--- src/rtu_poller_regs.svh ---
// register map, field positions, reset values and timing for the input poller
// Overview of operation
// - block is a serial RTU master polling remote input modules on one port
// - up to three modules A, B, C share the bus, each configured apart
// - a module whose unit address is zero is unused and never polled
// - unit address ranges 0 to 247 and addresses each request to its module
// - per-module channel mask selects channels 0..7 or none; all eight are read, only those stored
// - per-channel input type, eight choices, default 4 to 20 mA
// - latest value of each active channel shown in tenths of a unit
// - per-channel status shows invalid or ok
`ifndef RTU_POLLER_REGS_SVH
`define RTU_POLLER_REGS_SVH

`define ADDR_W 6
`define REG_CTRL 6'h00
`define REG_IRQ_STAT 6'h01
`define REG_IRQ_MASK 6'h02
`define REG_MOD_CFG 6'h04
`define REG_MOD_TYPE 6'h08
`define REG_MOD_STAT 6'h0c
`define REG_VALUE 6'h10
`define NUM_VALUES 24

`define CTRL_EN_BIT 0
`define IRQ_DONE_BIT 0
`define IRQ_ERR_BIT 1
`define CFG_MODEL_BIT 8
`define CFG_MASK_LSB 16

`define UNIT_ADDR_MAX 8'hf7
`define TYPE_RST 24'h249249
`define FC_READ_INPUT 8'h04
`define FC_EXC_BIT 7
`define REQ_CH_COUNT 8'h08
`define RSP_BYTE_COUNT 8'h10
`define REQ_LEN 4'h8
`define RSP_LAST 5'h14
`define EXC_LAST 5'h04
`define CRC_INIT 16'hffff
`define CRC_POLY 16'ha001

`define CLK_HZ 50000000
`define BAUD_RATE 9600
`define RESP_TMO_MS 100
`define GAP_BITS 40

`endif

--- src/rtu_poller_pkg.sv ---
// types shared by the input poller
package rtu_poller_pkg;
    typedef enum logic [2:0] {
        S_IDLE = 3'b000,
        S_PICK = 3'b001,
        S_SEND = 3'b010,
        S_RECV = 3'b011,
        S_GAP = 3'b100
    } poll_state_type;
    typedef enum logic [2:0] {
        IN_BIPOLAR_20MA = 3'b000,
        IN_4_20MA = 3'b001,
        IN_TC_J = 3'b010,
        IN_TC_K = 3'b011,
        IN_TC_T = 3'b100,
        IN_TC_E = 3'b101,
        IN_TC_R = 3'b110,
        IN_TC_S = 3'b111
    } in_type_type;
endpackage

--- src/modbus_rtu_input_poller.sv ---
// serial RTU master polling up to three analogue input modules
//
// The implementer's own choices: the address map and the address-and-strobe port.
`include "rtu_poller_regs.svh"

module modbus_rtu_input_poller #(
    parameter int BIT_CYC = `CLK_HZ / `BAUD_RATE,
    parameter int TMO_CYC = (`CLK_HZ / 1000) * `RESP_TMO_MS,
    parameter int GAP_CYC = BIT_CYC * `GAP_BITS
) (
    input wire logic mclk,
    input wire logic reset_n,
    input wire logic [`ADDR_W-1:0] reg_addr,
    input wire logic [31:0] reg_wdata,
    input wire logic reg_wr,
    input wire logic reg_rd,
    output logic [31:0] reg_rdata,
    input wire logic serial_rx,
    output logic serial_tx,
    output logic serial_tx_en,
    output logic irq
);
    rtu_poller_pkg::poll_state_type st_ff;
    logic en_ff, bad_ff, exc_ff, ok_ff, fail_ff, done_ff, skip_ff;
    logic rx_s1_ff, rx_s2_ff, rx_busy_ff, rx_vld_ff, tx_busy_ff, tx_start_ff, tx_ff;
    logic model_ff [3];
    logic [1:0] irq_stat_ff, irq_mask_ff, mod_ff;
    logic [2:0] tmp_ch;
    logic [3:0] rx_bit_ff, tx_bit_ff;
    logic [4:0] idx_ff, rsp_last;
    logic [7:0] uaddr_ff [3], chmask_ff [3], stat_ff [3];
    logic [7:0] rx_byte_ff, tx_byte_ff, req_byte;
    logic [8:0] rx_sh_ff;
    logic [9:0] tx_sh_ff;
    logic [15:0] crc_ff, val_ff [`NUM_VALUES], tmp_ff [8];
    logic [23:0] type_ff [3];
    logic [31:0] rdata_ff, rd_mux, tmr_ff, rx_cnt_ff, tx_cnt_ff;

    function automatic logic [15:0] crc_step(input logic [15:0] c, input logic [7:0] d);
        logic [15:0] r;
        r = c ^ {8'h00, d};
        for (int i = 0; i < 8; i++) begin
            r = r[0] ? ((r >> 1) ^ `CRC_POLY) : (r >> 1);
        end
        return r;
    endfunction

    // register writes
    always_ff @(posedge mclk) begin
        if (!reset_n) begin
            en_ff <= 1'b0;
            irq_mask_ff <= 2'h0;
            for (int m = 0; m < 3; m++) begin
                uaddr_ff[m] <= 8'h00;
                model_ff[m] <= 1'b0;
                chmask_ff[m] <= 8'h00;
                type_ff[m] <= `TYPE_RST;
            end
        end else if (reg_wr) begin
            if (reg_addr == `REG_CTRL) en_ff <= reg_wdata[`CTRL_EN_BIT];
            if (reg_addr == `REG_IRQ_MASK) irq_mask_ff <= reg_wdata[1:0];
            for (int m = 0; m < 3; m++) begin
                if (reg_addr == `REG_MOD_CFG + 6'(m)) begin
                    // out of range addresses are refused
                    if (reg_wdata[7:0] <= `UNIT_ADDR_MAX) uaddr_ff[m] <= reg_wdata[7:0];
                    model_ff[m] <= reg_wdata[`CFG_MODEL_BIT];
                    chmask_ff[m] <= reg_wdata[`CFG_MASK_LSB+:8];
                end
                if (reg_addr == `REG_MOD_TYPE + 6'(m)) type_ff[m] <= reg_wdata[23:0];
            end
        end
    end

    // sticky events, set wins over write-one-to-clear
    always_ff @(posedge mclk) begin
        if (!reset_n) begin
            irq_stat_ff <= 2'h0;
        end else begin
            for (int b = 0; b < 2; b++) begin
                if ((b == `IRQ_DONE_BIT && done_ff) || (b == `IRQ_ERR_BIT && fail_ff)) begin
                    irq_stat_ff[b] <= 1'b1;
                end else if (reg_wr && reg_addr == `REG_IRQ_STAT && reg_wdata[b]) begin
                    irq_stat_ff[b] <= 1'b0;
                end
            end
        end
    end
    assign irq = |(irq_stat_ff & irq_mask_ff);

    always_comb begin
        rd_mux = 32'h0;
        case (reg_addr)
            `REG_CTRL: rd_mux = {31'h0, en_ff};
            `REG_IRQ_STAT: rd_mux = {30'h0, irq_stat_ff};
            `REG_IRQ_MASK: rd_mux = {30'h0, irq_mask_ff};
            default: begin
                for (int m = 0; m < 3; m++) begin
                    if (reg_addr == `REG_MOD_CFG + 6'(m)) begin
                        rd_mux = {8'h0, chmask_ff[m], 7'h0, model_ff[m], uaddr_ff[m]};
                    end
                    if (reg_addr == `REG_MOD_TYPE + 6'(m)) rd_mux = {8'h0, type_ff[m]};
                    if (reg_addr == `REG_MOD_STAT + 6'(m)) rd_mux = {24'h0, stat_ff[m]};
                end
                for (int v = 0; v < `NUM_VALUES; v++) begin
                    if (reg_addr == `REG_VALUE + 6'(v)) rd_mux = {{16{val_ff[v][15]}}, val_ff[v]};
                end
            end
        endcase
    end

    always_ff @(posedge mclk) begin
        if (!reset_n) rdata_ff <= 32'h0;
        else rdata_ff <= reg_rd ? rd_mux : 32'h0;
    end
    assign reg_rdata = rdata_ff;

    // transmitter, 8n1, driver enabled while shifting
    always_ff @(posedge mclk) begin
        if (!reset_n) begin
            tx_busy_ff <= 1'b0;
            tx_ff <= 1'b1;
            tx_sh_ff <= 10'h3ff;
            tx_bit_ff <= 4'h0;
            tx_cnt_ff <= 32'h0;
        end else if (tx_start_ff) begin
            tx_busy_ff <= 1'b1;
            tx_sh_ff <= {1'b1, tx_byte_ff, 1'b0};
            tx_bit_ff <= 4'h0;
            tx_cnt_ff <= 32'h0;
        end else if (tx_busy_ff) begin
            tx_ff <= tx_sh_ff[0];
            if (tx_cnt_ff == 32'(BIT_CYC - 1)) begin
                tx_cnt_ff <= 32'h0;
                tx_sh_ff <= {1'b1, tx_sh_ff[9:1]};
                tx_bit_ff <= tx_bit_ff + 4'h1;
                if (tx_bit_ff == 4'h9) tx_busy_ff <= 1'b0;
            end else begin
                tx_cnt_ff <= tx_cnt_ff + 32'h1;
            end
        end else begin
            tx_ff <= 1'b1;
        end
    end
    assign serial_tx = tx_ff;
    assign serial_tx_en = tx_busy_ff;

    // receiver, mid-bit sampling
    always_ff @(posedge mclk) begin
        if (!reset_n) begin
            rx_s1_ff <= 1'b1;
            rx_s2_ff <= 1'b1;
            rx_busy_ff <= 1'b0;
            rx_vld_ff <= 1'b0;
            rx_bit_ff <= 4'h0;
            rx_cnt_ff <= 32'h0;
            rx_sh_ff <= 9'h0;
            rx_byte_ff <= 8'h00;
        end else begin
            rx_s1_ff <= serial_rx;
            rx_s2_ff <= rx_s1_ff;
            rx_vld_ff <= 1'b0;
            if (!rx_busy_ff) begin
                if (!rx_s2_ff) begin
                    rx_busy_ff <= 1'b1;
                    rx_bit_ff <= 4'h0;
                    rx_cnt_ff <= 32'(BIT_CYC / 2);
                end
            end else if (rx_cnt_ff != 32'h0) begin
                rx_cnt_ff <= rx_cnt_ff - 32'h1;
            end else begin
                rx_cnt_ff <= 32'(BIT_CYC - 1);
                rx_bit_ff <= rx_bit_ff + 4'h1;
                rx_sh_ff <= {rx_s2_ff, rx_sh_ff[8:1]};
                if (rx_bit_ff == 4'h0 && rx_s2_ff) rx_busy_ff <= 1'b0;
                if (rx_bit_ff == 4'h9) begin
                    rx_busy_ff <= 1'b0;
                    rx_vld_ff <= rx_s2_ff;
                    rx_byte_ff <= rx_sh_ff[8:1];
                end
            end
        end
    end

    always_comb begin
        case (idx_ff[3:0])
            4'h0: req_byte = uaddr_ff[mod_ff];
            4'h1: req_byte = `FC_READ_INPUT;
            4'h5: req_byte = `REQ_CH_COUNT;
            4'h6: req_byte = crc_ff[7:0];
            4'h7: req_byte = crc_ff[15:8];
            default: req_byte = 8'h00;
        endcase
    end
    assign rsp_last = exc_ff ? `EXC_LAST : `RSP_LAST;
    assign tmp_ch = 3'((idx_ff - 5'h3) >> 1);

    // poll sequencer
    always_ff @(posedge mclk) begin
        if (!reset_n) begin
            st_ff <= rtu_poller_pkg::S_IDLE;
            mod_ff <= 2'h0;
            idx_ff <= 5'h0;
            crc_ff <= `CRC_INIT;
            tmr_ff <= 32'h0;
            bad_ff <= 1'b0;
            exc_ff <= 1'b0;
            ok_ff <= 1'b0;
            fail_ff <= 1'b0;
            done_ff <= 1'b0;
            skip_ff <= 1'b0;
            tx_start_ff <= 1'b0;
            tx_byte_ff <= 8'h00;
            for (int c = 0; c < 8; c++) tmp_ff[c] <= 16'h0;
        end else begin
            ok_ff <= 1'b0;
            fail_ff <= 1'b0;
            done_ff <= 1'b0;
            skip_ff <= 1'b0;
            tx_start_ff <= 1'b0;
            case (st_ff)
                rtu_poller_pkg::S_IDLE: begin
                    mod_ff <= 2'h0;
                    if (en_ff) st_ff <= rtu_poller_pkg::S_PICK;
                end
                rtu_poller_pkg::S_PICK: begin
                    idx_ff <= 5'h0;
                    crc_ff <= `CRC_INIT;
                    if (mod_ff == 2'h3) begin
                        done_ff <= 1'b1;
                        st_ff <= rtu_poller_pkg::S_IDLE;
                    end else if (uaddr_ff[mod_ff] == 8'h00) begin
                        // hold one cycle so the status clear lands on this module
                        skip_ff <= !skip_ff;
                        if (skip_ff) mod_ff <= mod_ff + 2'h1;
                    end else begin
                        st_ff <= rtu_poller_pkg::S_SEND;
                    end
                end
                rtu_poller_pkg::S_SEND: begin
                    if (!tx_busy_ff && !tx_start_ff) begin
                        if (idx_ff[3:0] == `REQ_LEN) begin
                            st_ff <= rtu_poller_pkg::S_RECV;
                            idx_ff <= 5'h0;
                            crc_ff <= `CRC_INIT;
                            tmr_ff <= 32'h0;
                            bad_ff <= 1'b0;
                            exc_ff <= 1'b0;
                        end else begin
                            tx_byte_ff <= req_byte;
                            tx_start_ff <= 1'b1;
                            if (idx_ff < 5'h6) crc_ff <= crc_step(crc_ff, req_byte);
                            idx_ff <= idx_ff + 5'h1;
                        end
                    end
                end
                rtu_poller_pkg::S_RECV: begin
                    tmr_ff <= tmr_ff + 32'h1;
                    if (rx_vld_ff) begin
                        crc_ff <= crc_step(crc_ff, rx_byte_ff);
                        idx_ff <= idx_ff + 5'h1;
                        tmr_ff <= 32'h0;
                        if (idx_ff == 5'h0 && rx_byte_ff != uaddr_ff[mod_ff]) bad_ff <= 1'b1;
                        if (idx_ff == 5'h1) begin
                            if (rx_byte_ff[`FC_EXC_BIT]) exc_ff <= 1'b1;
                            else if (rx_byte_ff != `FC_READ_INPUT) bad_ff <= 1'b1;
                        end
                        if (idx_ff == 5'h2 && !exc_ff && rx_byte_ff != `RSP_BYTE_COUNT) bad_ff <= 1'b1;
                        if (idx_ff >= 5'h3 && idx_ff < 5'h13 && !exc_ff) begin
                            if (idx_ff[0]) tmp_ff[tmp_ch][15:8] <= rx_byte_ff;
                            else tmp_ff[tmp_ch][7:0] <= rx_byte_ff;
                        end
                        if (idx_ff == rsp_last) begin
                            // residue of zero means checksum good
                            if (crc_step(crc_ff, rx_byte_ff) == 16'h0 && !bad_ff && !exc_ff) ok_ff <= 1'b1;
                            else fail_ff <= 1'b1;
                            st_ff <= rtu_poller_pkg::S_GAP;
                            tmr_ff <= 32'h0;
                        end
                    end else if (tmr_ff == 32'(TMO_CYC - 1)) begin
                        fail_ff <= 1'b1;
                        st_ff <= rtu_poller_pkg::S_GAP;
                        tmr_ff <= 32'h0;
                    end
                end
                rtu_poller_pkg::S_GAP: begin
                    // idle line between frames, then next module in order
                    tmr_ff <= tmr_ff + 32'h1;
                    if (tmr_ff == 32'(GAP_CYC - 1)) begin
                        mod_ff <= mod_ff + 2'h1;
                        st_ff <= rtu_poller_pkg::S_PICK;
                    end
                end
                default: st_ff <= rtu_poller_pkg::S_IDLE;
            endcase
        end
    end

    // channel values and status
    always_ff @(posedge mclk) begin
        if (!reset_n) begin
            for (int m = 0; m < 3; m++) stat_ff[m] <= 8'h00;
            for (int v = 0; v < `NUM_VALUES; v++) val_ff[v] <= 16'h0;
        end else if (ok_ff) begin
            stat_ff[mod_ff] <= chmask_ff[mod_ff];
            for (int c = 0; c < 8; c++) begin
                if (chmask_ff[mod_ff][c]) val_ff[5'(mod_ff) * 5'h8 + 5'(c)] <= tmp_ff[c];
            end
        end else if (fail_ff || skip_ff) begin
            stat_ff[mod_ff] <= 8'h00;
        end
    end
endmodule // modbus_rtu_input_poller

--- config.mk ---
export PLATFORM = sky130hd
export DESIGN_NAME = modbus_rtu_input_poller
export DESIGN_NICKNAME = d
export VERILOG_FILES = /design/src/rtu_poller_pkg.sv /design/src/modbus_rtu_input_poller.sv
export VERILOG_INCLUDE_DIRS = /design/src /design/src/src
export SDC_FILE = /design/constraint.sdc
export NUM_CORES = 2
export LEC_CHECK = 0
export ABC_AREA = 1
export BUFFER_PORTS_ARGS = -buffer_cell sky130_fd_sc_hd__buf_2
export CELL_PAD_IN_SITES_DETAIL_PLACEMENT = 0
export CELL_PAD_IN_SITES_GLOBAL_PLACEMENT = 2
export CORE_MARGIN = 2
export CORE_UTILIZATION = 44
export DETAILED_ROUTE_END_ITERATION = 12
export HOLD_SLACK_MARGIN = 0.1
export PLACE_DENSITY = 0.85
export SLEW_MARGIN = 20
export SYNTH_ARGS = -nofsm -noshare
export SYNTH_HDL_FRONTEND = slang
export SYNTH_SLANG_ARGS = --single-unit
--- constraint.sdc ---
create_clock -name mclk -period 10.65 [get_ports mclk]
set_clock_uncertainty 0.2 [all_clocks]
set_input_delay 2.6625 -clock mclk [delete_from_list [all_inputs] [get_ports mclk]]
set_output_delay 2.6625 -clock mclk [all_outputs]
set_load 0.03 [all_outputs]
Word level (Yosys, flattened, before mapping). Memory sizes are Yosys's and may differ from the RTL's. A register that Yosys moved wholly into a read port is not among the register bits. Cells that the tools add are included.

Register bits after elaboration: 214. Memory bits (writable): 659. Input port bits: 43. Memories: 7.

$add $sub $neg: 15. $lt $le $gt $ge: 4. Equality and inequality tests: 72. Muxes and demuxes: 261. Bitwise gates (word level): 39. Reduce and logical (&&, ||, !) cells: 68.

Memories: val_ff (words 24, width 16, read ports 24, clocked after memory_dff 0, wr ports 24, RTL line modbus_rtu_input_poller.sv:35) `` logic [15:0] crc_ff, val_ff [`NUM_VALUES], tmp_ff [8]; ``; tmp_ff (words 8, width 16, read ports 8, clocked after memory_dff 0, wr ports 8, RTL line modbus_rtu_input_poller.sv:35); type_ff (words 3, width 24, read ports 3, clocked after memory_dff 0, wr ports 3, RTL line modbus_rtu_input_poller.sv:36) `logic [23:0] type_ff [3];`; chmask_ff (words 3, width 8, read ports 4, clocked after memory_dff 1, wr ports 3, RTL line modbus_rtu_input_poller.sv:31) `logic [7:0] uaddr_ff [3], chmask_ff [3], stat_ff [3];`; stat_ff (words 3, width 8, read ports 3, clocked after memory_dff 0, wr ports 3, RTL line modbus_rtu_input_poller.sv:31); uaddr_ff (words 3, width 8, read ports 4, clocked after memory_dff 1, wr ports 3, RTL line modbus_rtu_input_poller.sv:31); 1 more memories.

Operators with widths (count): 32-bit two-way mux (40); 16-bit two-way mux (29); 32-bit one-hot mux with 3 select lines (2); 16-bit OR reduction (9); 1-bit two-way mux (133); 6-bit by 5-bit == test with 1-bit output, second input constant (16); 24-bit two-way mux (4); 32-bit by 1-bit adder with 32-bit output, second input constant (2); 8-bit two-way mux (8); 5-bit two-way mux (12); 6-bit == test, second input constant (8); 2-bit NOT with 3-bit output (16); 16-bit one-hot mux with 3 select lines (1); 8-bit one-hot mux with 5 select lines (1); 6-bit by 4-bit == test with 1-bit output, second input constant (6); 32-bit by 13-bit == test with 1-bit output, second input constant (1); 32-bit by 18-bit == test with 1-bit output, second input constant (1); 32-bit by 23-bit == test with 1-bit output, second input constant (1); 32-bit nonzero test (1); 32-bit by 1-bit subtractor with 32-bit output, second input constant (1); 16-bit by 8-bit bitwise XOR with 16-bit output (2); 3-bit two-way mux (10); 9-bit two-way mux (3); 2-bit != test, second input constant (11); 57 further kinds (141).

Logic depth before layout (Yosys ltp).
Word-level depth: 35. Gate-level depth with buffers: 27.

Worst setup path before layout. No wires, ideal clock.

Path type: input -> register. Start: in reg_addr[3]. End: mem type_ff[2][0] (netlist: type_ff[0][48]), enable pin. Library setup time: 0.438 ns. Arrival: 5.054 ns. Required time: 10.012 ns. Slack: 4.958 ns. Stages: 6. Path buffers: 0. Path through: inv_1 > nor2_1 > nand2_1 > nor2_1 > inv_1 > o21ai_0.

RTL lines: start, declared (RTL line modbus_rtu_input_poller.sv:13) `` input wire logic [`ADDR_W-1:0] reg_addr, ``; end, declared (RTL line modbus_rtu_input_poller.sv:36).

Worst setup path after layout.
Start: in reg_addr[4]. End: reg rdata_ff[11] (netlist: reg_rdata[11]).

Word-level cells in the longest chain between the ends: 34. Elaborated cells between the ends (all ways): 68. Those cells by class: eq/ne: 34; mux: 33; reduce/logical: 1.

RTL lines: 6-bit by 4-bit == test with 1-bit output (RTL line modbus_rtu_input_poller.sv:101) `` if (reg_addr == `REG_MOD_TYPE + 6'(m)) rd_mux = {8'h0, type_ff[m]}; ``; 32-bit two-way mux (RTL line modbus_rtu_input_poller.sv:101); 32-bit two-way mux (RTL line modbus_rtu_input_poller.sv:102) `` if (reg_addr == `REG_MOD_STAT + 6'(m)) rd_mux = {24'h0, stat_ff[m]}; ``; 32-bit two-way mux (RTL line modbus_rtu_input_poller.sv:98) `` if (reg_addr == `REG_MOD_CFG + 6'(m)) begin ``; 32-bit two-way mux (RTL line modbus_rtu_input_poller.sv:101); 32-bit two-way mux (RTL line modbus_rtu_input_poller.sv:102); 32-bit two-way mux (RTL line modbus_rtu_input_poller.sv:98); 32-bit two-way mux (RTL line modbus_rtu_input_poller.sv:101); 32-bit two-way mux (RTL line modbus_rtu_input_poller.sv:102); 32-bit two-way mux (24 in series) (RTL line modbus_rtu_input_poller.sv:105) `` if (reg_addr == `REG_VALUE + 6'(v)) rd_mux = {{16{val_ff[v][15]}}, val_ff[v]}; ``; 32-bit one-hot mux with 3 select lines * (RTL line modbus_rtu_input_poller.sv:92) `case (reg_addr)`; end signal, assigned (RTL line modbus_rtu_input_poller.sv:113) `else rdata_ff <= reg_rd ? rd_mux : 32'h0;`; end, declared (RTL line modbus_rtu_input_poller.sv:37) `logic [31:0] rdata_ff, rd_mux, tmr_ff, rx_cnt_ff, tx_cnt_ff;`.

Every way passes the cells marked *; elsewhere a longest branch is shown, timed or not. A chain may end at the register's enable or synchronous reset.

==> run summary <==
## Synth
- YS warnings: 0
- Area contributors post-synth: sky130_fd_sc_hd__edfxtp_1 (52%), sky130_fd_sc_hd__dfxtp_1 (11%), sky130_fd_sc_hd__nor2_1 (8.8%)
- part of the Yosys area used for sequential elements: 62.6%
- Synth Net Count: 4105
- post-synthesis cell type with the largest combined area: sky130_fd_sc_hd__edfxtp_1
- synthesized area: 38300 um^2
- Cell variety after synth: 62
- fraction of registers with async set or reset after synthesis: 0%
- EDFF count, synth: 659
- flip-flop and latch count after synthesis: 867
- Syn Inst Count: 4044
- top-area cell type share of the netlist area: 51.7%
- commonest register cell after synthesis: sky130_fd_sc_hd__edfxtp_1
- average cell area after synthesis: 9.47 um^2

## Worst setup path
- critical path endpoint category: flip-flop
- peak fanout along the critical path: 9
- CP cell instances: buf_2, inv_1, nor2_1, inv_2, nor2_2, inv_1, o21ai_0, nand4_1, a21oi_1, nand3_1, a221oi_1, nand4_1, a21oi_1, nand4_1, nor2_1, nand4_1, o21ai_0, a21oi_1
- worst reg-to-reg path cell count: 14
- Top delay family on crit path: compound AO/OA/AOI/OAI gates
- required time at the worst-slack endpoint: 10.97 ns
- crit-path most repeated cell: sky130_fd_sc_hd__nand4_1
- slowest CP cell: sky130_fd_sc_hd__o21ai_0
- launching element type of the critical path: input pin
- critical register-to-register path startpoint: val_ff[0][11]
- startpoint-to-endpoint class of the critical path: in2reg
- count of cell instances traversed by the critical path: 18
- reg2reg setup slack: 5.86 ns
- largest stage delay on the critical path: 0.63 ns
- WP buf/inv: 4
- FF-to-FF End: reg_rdata[11]
- data arrival time of the critical path: 7.90 ns

## Power
- logic gate share of total power: 21.0%
- part of the total power dissipated in sequential elements: 43.4%
- fraction of power consumed by the clock network: 35.6%
- NetSw: 2.86 mW
- switching part of the total power: 31.1%
- Peak supply drop: 0.244 mV
- power density of the placed cells: 213 nW/um^2
- Int Power: 6.32 mW
- Static Leakage: 16.4 nW

## Final layout
- top library cells by usage in the layout, fill and taps aside: sky130_fd_sc_hd__nor2_1 (898), sky130_fd_sc_hd__nand2_1 (706), sky130_fd_sc_hd__edfxtp_1 (659), sky130_fd_sc_hd__inv_1 (461), sky130_fd_sc_hd__dfxtp_1 (208)
- share of post-route cells with drive strength above 1: 8.88%
- count of antenna diodes in the layout: 0
- most common cell after layout, fill and taps aside: sky130_fd_sc_hd__nor2_1
- Layout fillers: 8196
- signed area change from the synthesized netlist to the final layout: 12.4%
- net total in the final layout: 4202
- post-route cell area: 43100 um^2

## Timing
- number of setup violations in the final report: 0
- f_max: 132 MHz
- Max Transition Viols Final: 0
- minimum period implied by the final worst setup slack: 7.58 ns
- worst max-slew margin expressed relative to the limit: 13.1%
- final hold violation count: 0
- Post-Route Setup TNS: 0 ns
- unrepaired setup endpoints after global routing: no
- worst-case setup margin in the final layout: 3.07 ns
- slew of the pin with the lowest slew margin: 1.29 ns
- post-route clock period utilization: 71.2%

## CTS
- clock tree sinks: 867
- buffer cell driving the clock tree root: sky130_fd_sc_hd__clkbuf_16
- CTS H-Tree Depth: 3
- clock edge transition at the registers on the reported setup and hold paths: 0.06 ns
- number of CTS-inserted buffers: 95
- number of setup buffers added after CTS: 0
- CTS tree: done
- number of buffers on the longest clock path: 3
- Hold-fix buffers, CTS: 0
- PostCTS Resize Cnt: 0
- worst-skew pair later-pin latency: 0.68 ns

## Route
- Routed WL per cell: 23.0 um
- Via Count: 28700
- Post-Route WL: 123000 um
- average vias per placed instance: 5.33
- DRC violation count after routing: 0
- post-route ant nets: 0
- drt initial violations: 3172
- router iterations before antenna repair: 5

## Floorplanning
- number of placement rows: 108
- initial cell density of the core: 44.3%
- vertical extent of the die: 299 um
- placeable core region: 86500 um^2
- Chip Width: 299 um
- Top Ports: 78
- die outline area: 89400 um^2

## Global route
- number of global-route vias before repair: 27400
- largest net degree at the start of global routing: 77
- wire length of the first global-routing pass: 181000 um
- number of antenna violations at the first check in global routing: 1
- global-route usage over all layers: 27.6%
- grt ovf: 0

## Worst hold path
- worst min-delay path endpoint: rx_s2_ff
- hold path depth: 1
- Hold Crit Start: rx_s1_ff
- class of the most critical hold timing path: reg2reg

## Placed design
- half-perimeter wire length after detailed placement: 90300 um
- Setup Slack @ Placement: 2.52 ns
- total of buffers placed on input and output ports: 69
- post-place instance area: 40000 um^2
- placer congestion estimate: 0.995

## Outcome
- outcome: completed

## Job
- total of max-cap violations: 0

worst max-delay path by stage:
stage	slack (ns)	end	startpoint
3_3_place_gp	2.57	reg_rdata[2]	reg_addr[5]
2_1_floorplan	4.96	type_ff[0][48]	reg_addr[3]
6_report	3.07	reg_rdata[11]	reg_addr[4]
3_5_place_dp	2.52	reg_rdata[2]	reg_addr[5]
4_1_cts	3.21	reg_rdata[2]	reg_addr[5]
5_1_grt	2.95	reg_rdata[11]	reg_addr[4]
cell usage after synthesis, types with 9 or more instances:
library cell               number
sky130_fd_sc_hd__a221oi_1      20
sky130_fd_sc_hd__dfxtp_1      208
sky130_fd_sc_hd__nor2_2         9
sky130_fd_sc_hd__o21ai_0      150
sky130_fd_sc_hd__a211oi_1      17
sky130_fd_sc_hd__nor3_1        68
sky130_fd_sc_hd__inv_1        462
sky130_fd_sc_hd__xor2_1        32
sky130_fd_sc_hd__nand3_1      118
sky130_fd_sc_hd__inv_2         14
sky130_fd_sc_hd__clkbuf_1     105
sky130_fd_sc_hd__or2_2         42
sky130_fd_sc_hd__o21ai_1       12
sky130_fd_sc_hd__ha_1          18
sky130_fd_sc_hd__buf_4         10
sky130_fd_sc_hd__nand4_1      112
sky130_fd_sc_hd__nand2_1      707
sky130_fd_sc_hd__nor2_1       901
sky130_fd_sc_hd__a21oi_1      167
sky130_fd_sc_hd__edfxtp_1     659
sky130_fd_sc_hd__xnor2_1       27
sky130_fd_sc_hd__nor4_1        32
sky130_fd_sc_hd__clkinv_1      35
sky130_fd_sc_hd__nor3b_1       16
registers in the layout (all words and copies together), names as in the netlist, 24 cells and up, named ones only:
name	count
val_ff	384
tmp_ff	128
type_ff	72
rx_cnt_ff	32
tmr_ff	32
tx_cnt_ff	32
reg_rdata	25
chmask_ff	24
stat_ff	24
uaddr_ff	24
worst register-to-register path, cell delays in order (launching register included):
cell and delay [ns]:
sky130_fd_sc_hd__edfxtp_1 0.37, sky130_fd_sc_hd__a21oi_1 0.15, sky130_fd_sc_hd__nand4_1 0.16, sky130_fd_sc_hd__o21ai_0 0.34, sky130_fd_sc_hd__nand4_1 0.31, sky130_fd_sc_hd__a21oi_1 0.41, sky130_fd_sc_hd__nand3_1 0.16, sky130_fd_sc_hd__a221oi_1 0.61
sky130_fd_sc_hd__nand4_1 0.19, sky130_fd_sc_hd__a21oi_1 0.45, sky130_fd_sc_hd__nand4_1 0.14, sky130_fd_sc_hd__nor2_1 0.38, sky130_fd_sc_hd__nand4_1 0.30, sky130_fd_sc_hd__o21ai_0 0.33, sky130_fd_sc_hd__a21oi_1 0.13
area by class of cell:
type / instances / area (um^2) / share of cell area [%]
inverter: 512 / 1920 / 4.47
timing repair buffer: 121 / 738 / 1.71
clock inverter: 43 / 384 / 0.892
multi-input combinational: 2544 / 11900 / 27.7
sequential: 867 / 24000 / 55.6
tap: 1155 / 1450 / 3.36
clock buffer: 136 / 2680 / 6.23
cell families after synthesis:
group | share of synthesized area [%]
AND/OR/NAND/NOR | 22.2
flip-flops | 62.6
buffers and inverters | 6.37
AO/OA/AOI/OAI | 6.57
XOR/XNOR | 1.73
adder cells (fa/ha/maj) | 0.588
stage by stage:
| step | total power, mW | hold WS (ns) | util, % | cells |
|---|---|---|---|---|
| 6_report | 9.17 | 0.212 | 49.8 | 5378 |
| 5_1_grt | 9.54 | 0.220 | 49.8 | 5378 |
| 4_1_cts | 9.20 | 0.217 | 49.8 | 5378 |
| 3_5_place_dp | 5.95 | 0.202 | 46.2 | 5199 |
| 3_3_place_gp | 5.97 | 0.199 | 46.2 | 5199 |
| 2_1_floorplan | 5.40 | 0.193 | - | 4044 |
metal layers:
metal | share of wire (%) | vias up | GRT usage [%]
li1 | - | 13600 | -
met1 | 44 | 13900 | 39.9
met2 | 45 | 1029 | 42.2
met3 | 7.8 | 155 | 4.96
met4 | 3.3 | 2 | 8.70
met5 | 0.013 | - | 0
power groups by stage:
stage | clock network (mW) | logic (mW) | registers [mW]
finish | 3.26 | 1.93 | 3.98
global route | 3.43 | 2.11 | 4.00
CTS | 3.30 | 1.92 | 3.98
detailed placement | 0 | 1.90 | 4.05
global placement | 0 | 1.92 | 4.05
floorplan | 0 | 1.40 | 4.00
No activity file was read; power rests on OpenSTA's default activity.
